===== config.mk =====
export PLATFORM = sky130hd
export DESIGN_NAME = fdu_divide
export DESIGN_NICKNAME = d
export VERILOG_FILES = /design/src/fdu_pkg.sv /design/src/fdu_trial_pick.sv /design/src/fdu_divide.sv
export SDC_FILE = /design/constraint.sdc
export NUM_CORES = 2
export LEC_CHECK = 0
export ABC_AREA = 0
export ABC_CLOCK_PERIOD_IN_PS = 16700
export BUFFER_PORTS_ARGS = -buffer_cell sky130_fd_sc_hd__buf_2
export CAP_MARGIN = 0
export CORE_UTILIZATION = 45
export CTS_BUF_LIST = sky130_fd_sc_hd__clkbuf_16
export CTS_CLUSTER_DIAMETER = 50
export DETAILED_ROUTE_END_ITERATION = 8
export GPL_ROUTABILITY_DRIVEN = 0
export SLEW_MARGIN = 40
export SYNTH_ARGS = -nofsm -noshare
export SYNTH_HDL_FRONTEND = slang
export SYNTH_SLANG_ARGS = --single-unit

===== constraint.sdc =====
create_clock -name clk -period 16.7 [get_ports clk]
set_input_delay 3.34 -clock clk [delete_from_list [all_inputs] [get_ports clk]]
set_output_delay 3.34 -clock clk [all_outputs]
set_load 0.005 [all_outputs]

===== src/fdu_pkg.sv =====
// shared constants, state type and exponent helpers for the float divide unit
package fdu_pkg;

  localparam int WORD_W   = 60;
  localparam int COEF_W   = 48;
  localparam int EXPF_W   = 11;
  localparam int SIGN_BIT = 59;
  localparam int EXP_LSB  = 48;
  localparam int ITERS    = 24;
  localparam int PICKS    = ITERS + 1;
  localparam int QUO_W    = 2 * PICKS;
  localparam int REM_W    = COEF_W + 2;
  localparam int Q_TOP    = QUO_W - 1;
  localparam int Q_HIGH   = QUO_W - 2;

  // timing: clock period and quotient pick interval
  localparam int CLK_PERIOD_PS = 25000;
  localparam int PICK_NS       = 100;
  localparam int PICK_CYC      = (PICK_NS * 1000) / CLK_PERIOD_PS;

  // exponent constants (octal 60, 57, 1777, 3777)
  localparam logic [EXPF_W-1:0] EXP_SUB_BASE = 11'h030;
  localparam logic [EXPF_W-1:0] EXP_SUB_NORM = 11'h02F;
  localparam logic [EXPF_W-1:0] EXP_INDEF    = 11'h3FF;
  localparam logic [EXPF_W-1:0] EXP_INF      = 11'h7FF;
  localparam logic [EXPF_W-1:0] EXP_BIAS_FLIP = 11'h400;
  localparam logic signed [12:0] EXP_OFF_VAL = 13'sh0030;
  localparam logic signed [12:0] EXP_MAX_VAL = 13'sh03FE;
  localparam logic signed [12:0] EXP_MIN_VAL = -13'sh03FE;
  localparam logic [12:0] EXP_POS_BASE = 13'h0400;
  localparam logic [12:0] EXP_NEG_BASE = 13'h03FF;

  typedef enum logic [1:0] {FDU_IDLE, FDU_RUN, FDU_PACK, FDU_DONE} fdu_state_t;

  // one's complement subtract by a subtractive adder: a - b gives +0 when equal
  function automatic logic [EXPF_W-1:0] oc_sub(input logic [EXPF_W-1:0] a, input logic [EXPF_W-1:0] b);
    logic [EXPF_W:0]   s;
    logic [EXPF_W-1:0] t;
    s = {1'b0, ~a} + {1'b0, b};
    t = s[EXPF_W-1:0] + {{(EXPF_W-1){1'b0}}, s[EXPF_W]};
    return ~t;
  endfunction : oc_sub

  // signed value of a biased exponent field, used for range checks
  function automatic logic signed [12:0] exp_val(input logic [EXPF_W-1:0] e);
    logic [12:0] base;
    base = e[EXPF_W-1] ? EXP_POS_BASE : EXP_NEG_BASE;
    return $signed({2'b00, e} - base);
  endfunction : exp_val

endpackage : fdu_pkg


===== src/fdu_trial_pick.sv =====
// three parallel trial subtractions and the 2-bit quotient pick
`timescale 1ns/1ps
module fdu_trial_pick #(
  parameter int W = fdu_pkg::REM_W
) (
  input  wire logic [W-1:0] rem,
  input  wire logic [W-1:0] mul1,
  input  wire logic [W-1:0] mul2,
  input  wire logic [W-1:0] mul3,
  output logic      [1:0]   pick,
  output logic      [W-1:0] diff
);

  logic [W:0] s1;
  logic [W:0] s2;
  logic [W:0] s3;

  // the extra top bit stands in for the end-around borrow of each network
  assign s1 = {1'b0, rem} - {1'b0, mul1};
  assign s2 = {1'b0, rem} - {1'b0, mul2};
  assign s3 = {1'b0, rem} - {1'b0, mul3};

  always_comb
  begin
    pick = 2'h0;
    diff = rem;
    if (!s3[W])
    begin
      pick = 2'h3;
      diff = s3[W-1:0];
    end
    else if (!s2[W])
    begin
      pick = 2'h2;
      diff = s2[W-1:0];
    end
    else if (!s1[W])
    begin
      pick = 2'h1;
      diff = s1[W-1:0];
    end
  end

endmodule : fdu_trial_pick


===== src/fdu_divide.sv =====
// floating point divide unit: coefficient divider, exponent path and result packing
`timescale 1ns/1ps
module fdu_divide #(
  parameter int PICK_CYC = fdu_pkg::PICK_CYC
) (
  input  wire logic                        clk,
  input  wire logic                        sys_rst,
  input  wire logic                        go,
  input  wire logic                        round_mode,
  input  wire logic [fdu_pkg::WORD_W-1:0]  opnd_j,
  input  wire logic [fdu_pkg::WORD_W-1:0]  opnd_k,
  input  wire logic                        xmit,
  output logic                             busy,
  output logic                             done,
  output logic      [fdu_pkg::WORD_W-1:0]  result
);

  localparam int TW  = (PICK_CYC < 2) ? 1 : $clog2(PICK_CYC);
  localparam int LAT = PICK_CYC * fdu_pkg::PICKS + 2;
  localparam int CW  = fdu_pkg::COEF_W;
  localparam int RW  = fdu_pkg::REM_W;
  localparam int QW  = fdu_pkg::QUO_W;
  localparam int EW  = fdu_pkg::EXPF_W;

  // the spacing check counts in eight bits, so very long pick intervals are refused
  if (PICK_CYC < 2 || PICK_CYC > 200)
  begin : g_bad_pick
    $error("PICK_CYC must lie between 2 and 200");
  end

  fdu_pkg::fdu_state_t state_q, state_d;
  logic [TW-1:0]       tick_q, tick_d;
  logic [4:0]          pcnt_q, pcnt_d;
  logic [RW-1:0]       rem_q, rem_d;
  logic [RW-1:0]       m1_q, m1_d;
  logic [RW-1:0]       m2_q, m2_d;
  logic [RW-1:0]       m3_q, m3_d;
  logic [QW-1:0]       quo_q, quo_d;
  logic [EW-1:0]       e60_q, e60_d;
  logic [EW-1:0]       e57_q, e57_d;
  logic signed [12:0]  dval_q, dval_d;
  logic                sdiff_q, sdiff_d;
  logic                round_q, round_d;
  logic                norm_q, norm_d;
  logic [5:0]          flg_q, flg_d;
  logic [CW-1:0]       coefn_q, coefn_d;
  logic                spec_q, spec_d;
  logic                indef_q, indef_d;
  logic [fdu_pkg::WORD_W-1:0] res_q, res_d;
  logic [fdu_pkg::WORD_W-1:0] out_q, out_d;
  logic                done_q, done_d;

  // operand entry and start-of-divide arithmetic
  logic [fdu_pkg::WORD_W-1:0] jt;
  logic [fdu_pkg::WORD_W-1:0] kt;
  logic [EW-1:0]       ej;
  logic [EW-1:0]       ek;
  logic [EW-1:0]       ediff;
  logic                j_ind, j_inf, j_zero;
  logic                k_ind, k_inf, k_zero;

  assign jt = opnd_j[fdu_pkg::SIGN_BIT] ? ~opnd_j : opnd_j;
  assign kt = opnd_k[fdu_pkg::SIGN_BIT] ? ~opnd_k : opnd_k;
  assign ej = jt[fdu_pkg::EXP_LSB +: EW];
  assign ek = kt[fdu_pkg::EXP_LSB +: EW];
  // work on unbiased one's complement values by flipping the bias bit
  assign ediff = fdu_pkg::oc_sub(ej ^ fdu_pkg::EXP_BIAS_FLIP, ek ^ fdu_pkg::EXP_BIAS_FLIP);

  assign j_ind  = (ej == fdu_pkg::EXP_INDEF);
  assign j_inf  = (ej == fdu_pkg::EXP_INF);
  assign j_zero = (jt[CW-1:0] == '0);
  assign k_ind  = (ek == fdu_pkg::EXP_INDEF);
  assign k_inf  = (ek == fdu_pkg::EXP_INF);
  assign k_zero = (kt[CW-1:0] == '0);

  // quotient pick
  logic          pick_en;
  logic [1:0]    pick;
  logic [RW-1:0] tdiff;

  assign pick_en = (state_q == fdu_pkg::FDU_RUN) && (tick_q == TW'(PICK_CYC - 1));

  fdu_trial_pick #(
    .W (RW)
  ) fdu_trial_pick_i (
    .rem  (rem_q),
    .mul1 (m1_q),
    .mul2 (m2_q),
    .mul3 (m3_q),
    .pick (pick),
    .diff (tdiff)
  );

  // output stage
  logic               q48;
  logic [CW-1:0]      coef;
  logic [EW-1:0]      expn;
  logic signed [12:0] rval;
  logic               is_ind, is_inf, is_zero;
  logic [fdu_pkg::WORD_W-1:0] word;

  assign q48  = quo_q[fdu_pkg::Q_HIGH];
  assign coef = q48 ? quo_q[CW:1] : quo_q[CW-1:0];
  assign expn = q48 ? e57_q : e60_q;
  assign rval = dval_q - fdu_pkg::EXP_OFF_VAL + $signed({12'h000, q48});

  // flags: 5 j_ind, 4 j_inf, 3 j_zero, 2 k_ind, 1 k_inf, 0 k_zero
  assign is_ind  = flg_q[5] | flg_q[2] | (flg_q[4] & flg_q[1]) | (flg_q[3] & flg_q[0]);
  assign is_inf  = !is_ind && (flg_q[4] || flg_q[0] || (rval > fdu_pkg::EXP_MAX_VAL));
  assign is_zero = !is_ind && !is_inf && (flg_q[3] || flg_q[1] || (rval < fdu_pkg::EXP_MIN_VAL));

  // specials override after the sign complement, so they are always packed positive
  always_comb
  begin
    word = {1'b0, expn, coef};
    if (sdiff_q)
    begin
      word = ~word;
    end
    if (is_ind)
    begin
      word = {1'b0, fdu_pkg::EXP_INDEF, {CW{1'b0}}};
    end
    else if (is_inf)
    begin
      word = {1'b0, fdu_pkg::EXP_INF, {CW{1'b0}}};
    end
    else if (is_zero)
    begin
      word = '0;
    end
  end

  always_comb
  begin
    state_d = state_q;
    tick_d  = tick_q;
    pcnt_d  = pcnt_q;
    rem_d   = rem_q;
    m1_d    = m1_q;
    m2_d    = m2_q;
    m3_d    = m3_q;
    quo_d   = quo_q;
    e60_d   = e60_q;
    e57_d   = e57_q;
    dval_d  = dval_q;
    sdiff_d = sdiff_q;
    round_d = round_q;
    norm_d  = norm_q;
    flg_d   = flg_q;
    coefn_d = coefn_q;
    spec_d  = spec_q;
    indef_d = indef_q;
    res_d   = res_q;
    done_d  = 1'b0;
    // zero outside transmit lets several units share one result trunk
    out_d   = xmit ? res_q : '0;
    unique case (state_q)
      fdu_pkg::FDU_IDLE, fdu_pkg::FDU_DONE:
      begin
        if (go)
        begin
          state_d = fdu_pkg::FDU_RUN;
          tick_d  = '0;
          pcnt_d  = '0;
          quo_d   = '0;
          round_d = round_mode;
          rem_d   = {2'b00, jt[CW-1:1], jt[0] | round_mode};
          m1_d    = {2'b00, kt[CW-1:0]};
          m2_d    = {1'b0, kt[CW-1:0], 1'b0};
          m3_d    = {2'b00, kt[CW-1:0]} + {1'b0, kt[CW-1:0], 1'b0};
          e60_d   = fdu_pkg::oc_sub(ediff, fdu_pkg::EXP_SUB_BASE) ^ fdu_pkg::EXP_BIAS_FLIP;
          e57_d   = fdu_pkg::oc_sub(ediff, fdu_pkg::EXP_SUB_NORM) ^ fdu_pkg::EXP_BIAS_FLIP;
          dval_d  = fdu_pkg::exp_val(ej) - fdu_pkg::exp_val(ek);
          sdiff_d = opnd_j[fdu_pkg::SIGN_BIT] ^ opnd_k[fdu_pkg::SIGN_BIT];
          norm_d  = jt[CW-1] & kt[CW-1];
          flg_d   = {j_ind, j_inf, j_zero, k_ind, k_inf, k_zero};
        end
      end
      fdu_pkg::FDU_RUN:
      begin
        tick_d = tick_q + 1'b1;
        if (pick_en)
        begin
          // one clock drives both picks and shifts, so the catch-up stages are not needed
          tick_d = '0;
          quo_d  = {quo_q[QW-3:0], pick};
          // the remainder stays below the divisor, so its top two bits are always zero
          rem_d  = {tdiff[CW-1:0], 1'b0, round_q};
          pcnt_d = pcnt_q + 5'h01;
          if (pcnt_q == 5'(fdu_pkg::PICKS - 1))
          begin
            state_d = fdu_pkg::FDU_PACK;
          end
        end
      end
      fdu_pkg::FDU_PACK:
      begin
        res_d   = word;
        coefn_d = coef;
        spec_d  = is_ind | is_inf | is_zero;
        indef_d = is_ind;
        done_d  = 1'b1;
        state_d = fdu_pkg::FDU_DONE;
      end
    endcase
  end

  always_ff @(posedge clk or posedge sys_rst)
  begin
    if (sys_rst)
    begin
      state_q <= fdu_pkg::FDU_IDLE;
      tick_q  <= '0;
      pcnt_q  <= '0;
      rem_q   <= '0;
      m1_q    <= '0;
      m2_q    <= '0;
      m3_q    <= '0;
      quo_q   <= '0;
      e60_q   <= '0;
      e57_q   <= '0;
      dval_q  <= '0;
      sdiff_q <= 1'b0;
      round_q <= 1'b0;
      norm_q  <= 1'b0;
      flg_q   <= '0;
      coefn_q <= '0;
      spec_q  <= 1'b0;
      indef_q <= 1'b0;
      res_q   <= '0;
      out_q   <= '0;
      done_q  <= 1'b0;
    end
    else
    begin
      state_q <= state_d;
      tick_q  <= tick_d;
      pcnt_q  <= pcnt_d;
      rem_q   <= rem_d;
      m1_q    <= m1_d;
      m2_q    <= m2_d;
      m3_q    <= m3_d;
      quo_q   <= quo_d;
      e60_q   <= e60_d;
      e57_q   <= e57_d;
      dval_q  <= dval_d;
      sdiff_q <= sdiff_d;
      round_q <= round_d;
      norm_q  <= norm_d;
      flg_q   <= flg_d;
      coefn_q <= coefn_d;
      spec_q  <= spec_d;
      indef_q <= indef_d;
      res_q   <= res_d;
      out_q   <= out_d;
      done_q  <= done_d;
    end
  end

  assign busy   = (state_q == fdu_pkg::FDU_RUN) || (state_q == fdu_pkg::FDU_PACK);
  assign done   = done_q;
  assign result = out_q;

  logic start;
  assign start = go && !busy;

  // cycles since the last pick, for the spacing check below
  logic [7:0] gap_q, gap_d;

  always_comb
  begin
    gap_d = gap_q;
    if (pick_en)
    begin
      gap_d = 8'h01;
    end
    else if (gap_q != 8'hFF)
    begin
      gap_d = gap_q + 8'h01;
    end
  end

  always_ff @(posedge clk or posedge sys_rst)
  begin
    if (sys_rst)
    begin
      gap_q <= 8'hFF;
    end
    else
    begin
      gap_q <= gap_d;
    end
  end
endmodule : fdu_divide


==> results.ini <==
[synth]
synth_edf_count=0
synth.largest_area_cell=dfrtp_1
synth.net_count=4234
syn_area_um2=31300
yosys.area.top_type_share_pct=29.5
synth-main-ff-cell=dfrtp_1
avgSynthCellArea_um2=8.19
yosysWarnings=0
synth_cell_types=85
synth_cells=3828
async_flop_share_pct=100
synthTopCellsByArea=dfrtp_1 (29%), ha_1 (11%), xnor2_1 (8.0%), o21ai_0 (5.1%), nand2_1 (4.9%)
synth_seq_cells=369
ys_seq_area_share_pct=29.5

[power]
p_leak_nw=16.2
p_per_area_nw_per_um2=243
ir_drop_mv=0.381

[floorplan]
chipWidth_um=266
dieArea_um2=70700
initial_core_util_pct=45.6
io_pins=187
chipHeight_um=266
num_rows=96
core_um2=68700

[cells_and_area]
final_layout_size_suffix_gt1_share_pct=9.88
fin_area_um2=35100
fin_nets=4346
fill_cells=6731
mostFrequentLayoutCells=nand2_1 (407), dfrtp_1 (368), o21ai_0 (317), inv_1 (310), xnor2_1 (288)
final_cell_count_no_fill=4919
area_delta_synth_final_pct=12.1
final_common_cell=nand2_1

[sta]
min_period_over_period_pct=53.6
setup_viol=0
max_freq_ghz=0.112
rsz0062_at_grt=false
skew_ns=0.0783
hold_violations=0
fin_tns_setup_ns=0
worst_pin_slew_ns=0.833
relSlewSlack_pct=43.8
drv_slew=0
period_minus_slack_ns=8.94

[clocking]
cts_max_level=2
numCtsBuffers=56
clock_path_buffers=3
post-cts-setup-buffers=0
ctsResizeCount=0
cts-root-buf=clkbuf_16
cts_tree=yes
clkSinkCount=369
hold_buffers=0
clk_pin_slew_worst_paths_ns=0.06
clk_latency_ns=0.65

[grt]
antenna_found_initial=5
grt_max_degree=120
grt_usage_pct=26.7
grt_pass1_vias=26240
grt_pass1_wl_mm=148
overflow=0

[setup_path]
cp-end-kind=flop
worst_ep_arrival_time_ns=9.52
slowest_stage=or4_1
r2r_slack_ns=11.60
critPathKind=in -> reg
worstSetupStartpointType=input port
slowest_delay_ns=0.59
required_ns=17.27
worst-path-max-fanout=28

[place]
port_buffers=186
place_hpwl_mm=72.2
placed_cells=4812
dpl_cell_area_um2=33200

[routing]
first_pass_iters=6
drc=0
routed_wl_mm=95.5
via_per_inst=5.68
num_vias=27958
drt_iter0_drc=2390
antenna_left=0
routedWlPerCell_um=19.4

[status]
status=completed

[job]
drv_cap=0

[min_path]
hold_class=reg -> reg

power breakdown:
part	leakage [nW]	internal (mW)	total (mW)	switching, mW
logic	10.6	2.26	5.87	3.62
registers	4.72	1.21	1.47	0.265
clock network	0.930	0.690	1.18	0.493
total	16.2	4.16	8.53	4.37
flip-flops by register name, summed over array words and instances (netlist names):
signal   count
done         1
dval_q      13
e57_q       11
e60_q       11
flg_q        6
m2_q        47
m3_q        50
pcnt_q       5
quo_q       49
rem_q       50
res_q       60
result      60
round_q      1
sdiff_q      1
state_q      2
tick_q       2
worst max-delay path, delay by kind of cell:
kind / cells / cell delay (ns)
simple gates: 12 / 2.77
xor+xnor: 2 / 0.39
compound gates: 8 / 1.40
buf+inv: 1 / 0.39
fa+ha+maj: 4 / 1.21
final cells by class:
type	count	area [um^2]	share of cell area (%)
multi-input combinational	2982	20400	58.0
sequential	369	9240	26.3
clock buffer	56	1400	3.99
timing repair buffer	222	1270	3.62
inverter	309	1170	3.34
tap	931	1160	3.31
clock inverter	49	494	1.41
antenna	1	2.50	0.00712
per-stage QoR:
step / total power [mW] / hold WS (ns) / util, % / setup slack [ns]
2_1_floorplan: 5.71 / 0.438 / - / 3.11
3_3_place_gp: 7.19 / 0.458 / 48.2 / 7.15
3_5_place_dp: 7.23 / 0.460 / 48.3 / 7.07
4_1_cts: 8.46 / 0.404 / 51.1 / 7.77
5_1_grt: 9.21 / 0.423 / 51.2 / 7.18
6_report: 8.53 / 0.406 / 51.2 / 7.76
synthesized netlist by cell type, types with 10 or more instances:
library cell	instances
nand2_1	409
dfrtp_1	369
o21ai_0	319
inv_1	307
xnor2_1	288
ha_1	275
a21oi_1	271
nor2_1	179
nand3_1	148
clkbuf_1	143
a21o_1	106
xor2_1	101
and2_1	79
mux2i_1	74
o22ai_1	55
nor3_1	52
and3_1	41
o21a_1	39
nand2b_1	37
nand4_1	36
a31oi_1	33
o31ai_1	31
nor2b_1	29
o21bai_1	27
a211oi_1	26
o211ai_1	25
buf_1	22
a21boi_0	18
mux2_2	18
or2_2	17
or4_1	17
a31o_2	16
a221oi_1	15
o31a_1	13
o221ai_1	12
a211o_1	11
nor4_1	11
or3_1	11
nand3b_1	10
o2111ai_1	10
path summary, 6_finish.rpt:
check / startpoint / to / depth (start not counted)
min in group asynchronous: sys_rst / result[8] / 2
setup reg to reg: rem_q[0] / rem_q[27] / 14
setup / recovery: opnd_j[59] / e60_q[9] / 27
max in group asynchronous: sys_rst / m3_q[35] / 5
hold reg to reg: res_q[56] / result[56] / 1
hold / removal: res_q[56] / result[56] / 1
kinds of logic (layout without fill, tap and decap cells):
logic type               count (synthesis)  after routing  synth area share, %
XOR/XNOR                               394            394                 11.2
AND/OR/NAND/NOR                       1098           1098                 16.7
adder cells (fa/ha/maj)                282            282                 11.4
flip-flops                             369            369                 29.5
other                                    0              1                    0
AO/OA/AOI/OAI                         1116           1116                 22.5
buffers and inverters                  477            636                 5.74
multiplexers                            92             92                 3.01
layer usage:
metal / routed length, um / global-route usage, % / up-vias
li1: - / - / 13771
met1: 43700 / 36.7 / 13203
met2: 42700 / 42.4 / 801
met3: 5720 / 4.38 / 175
met4: 3360 / 9.18 / 8
met5: 50 / 0 / -
No activity file was read; power rests on OpenSTA's default activity.
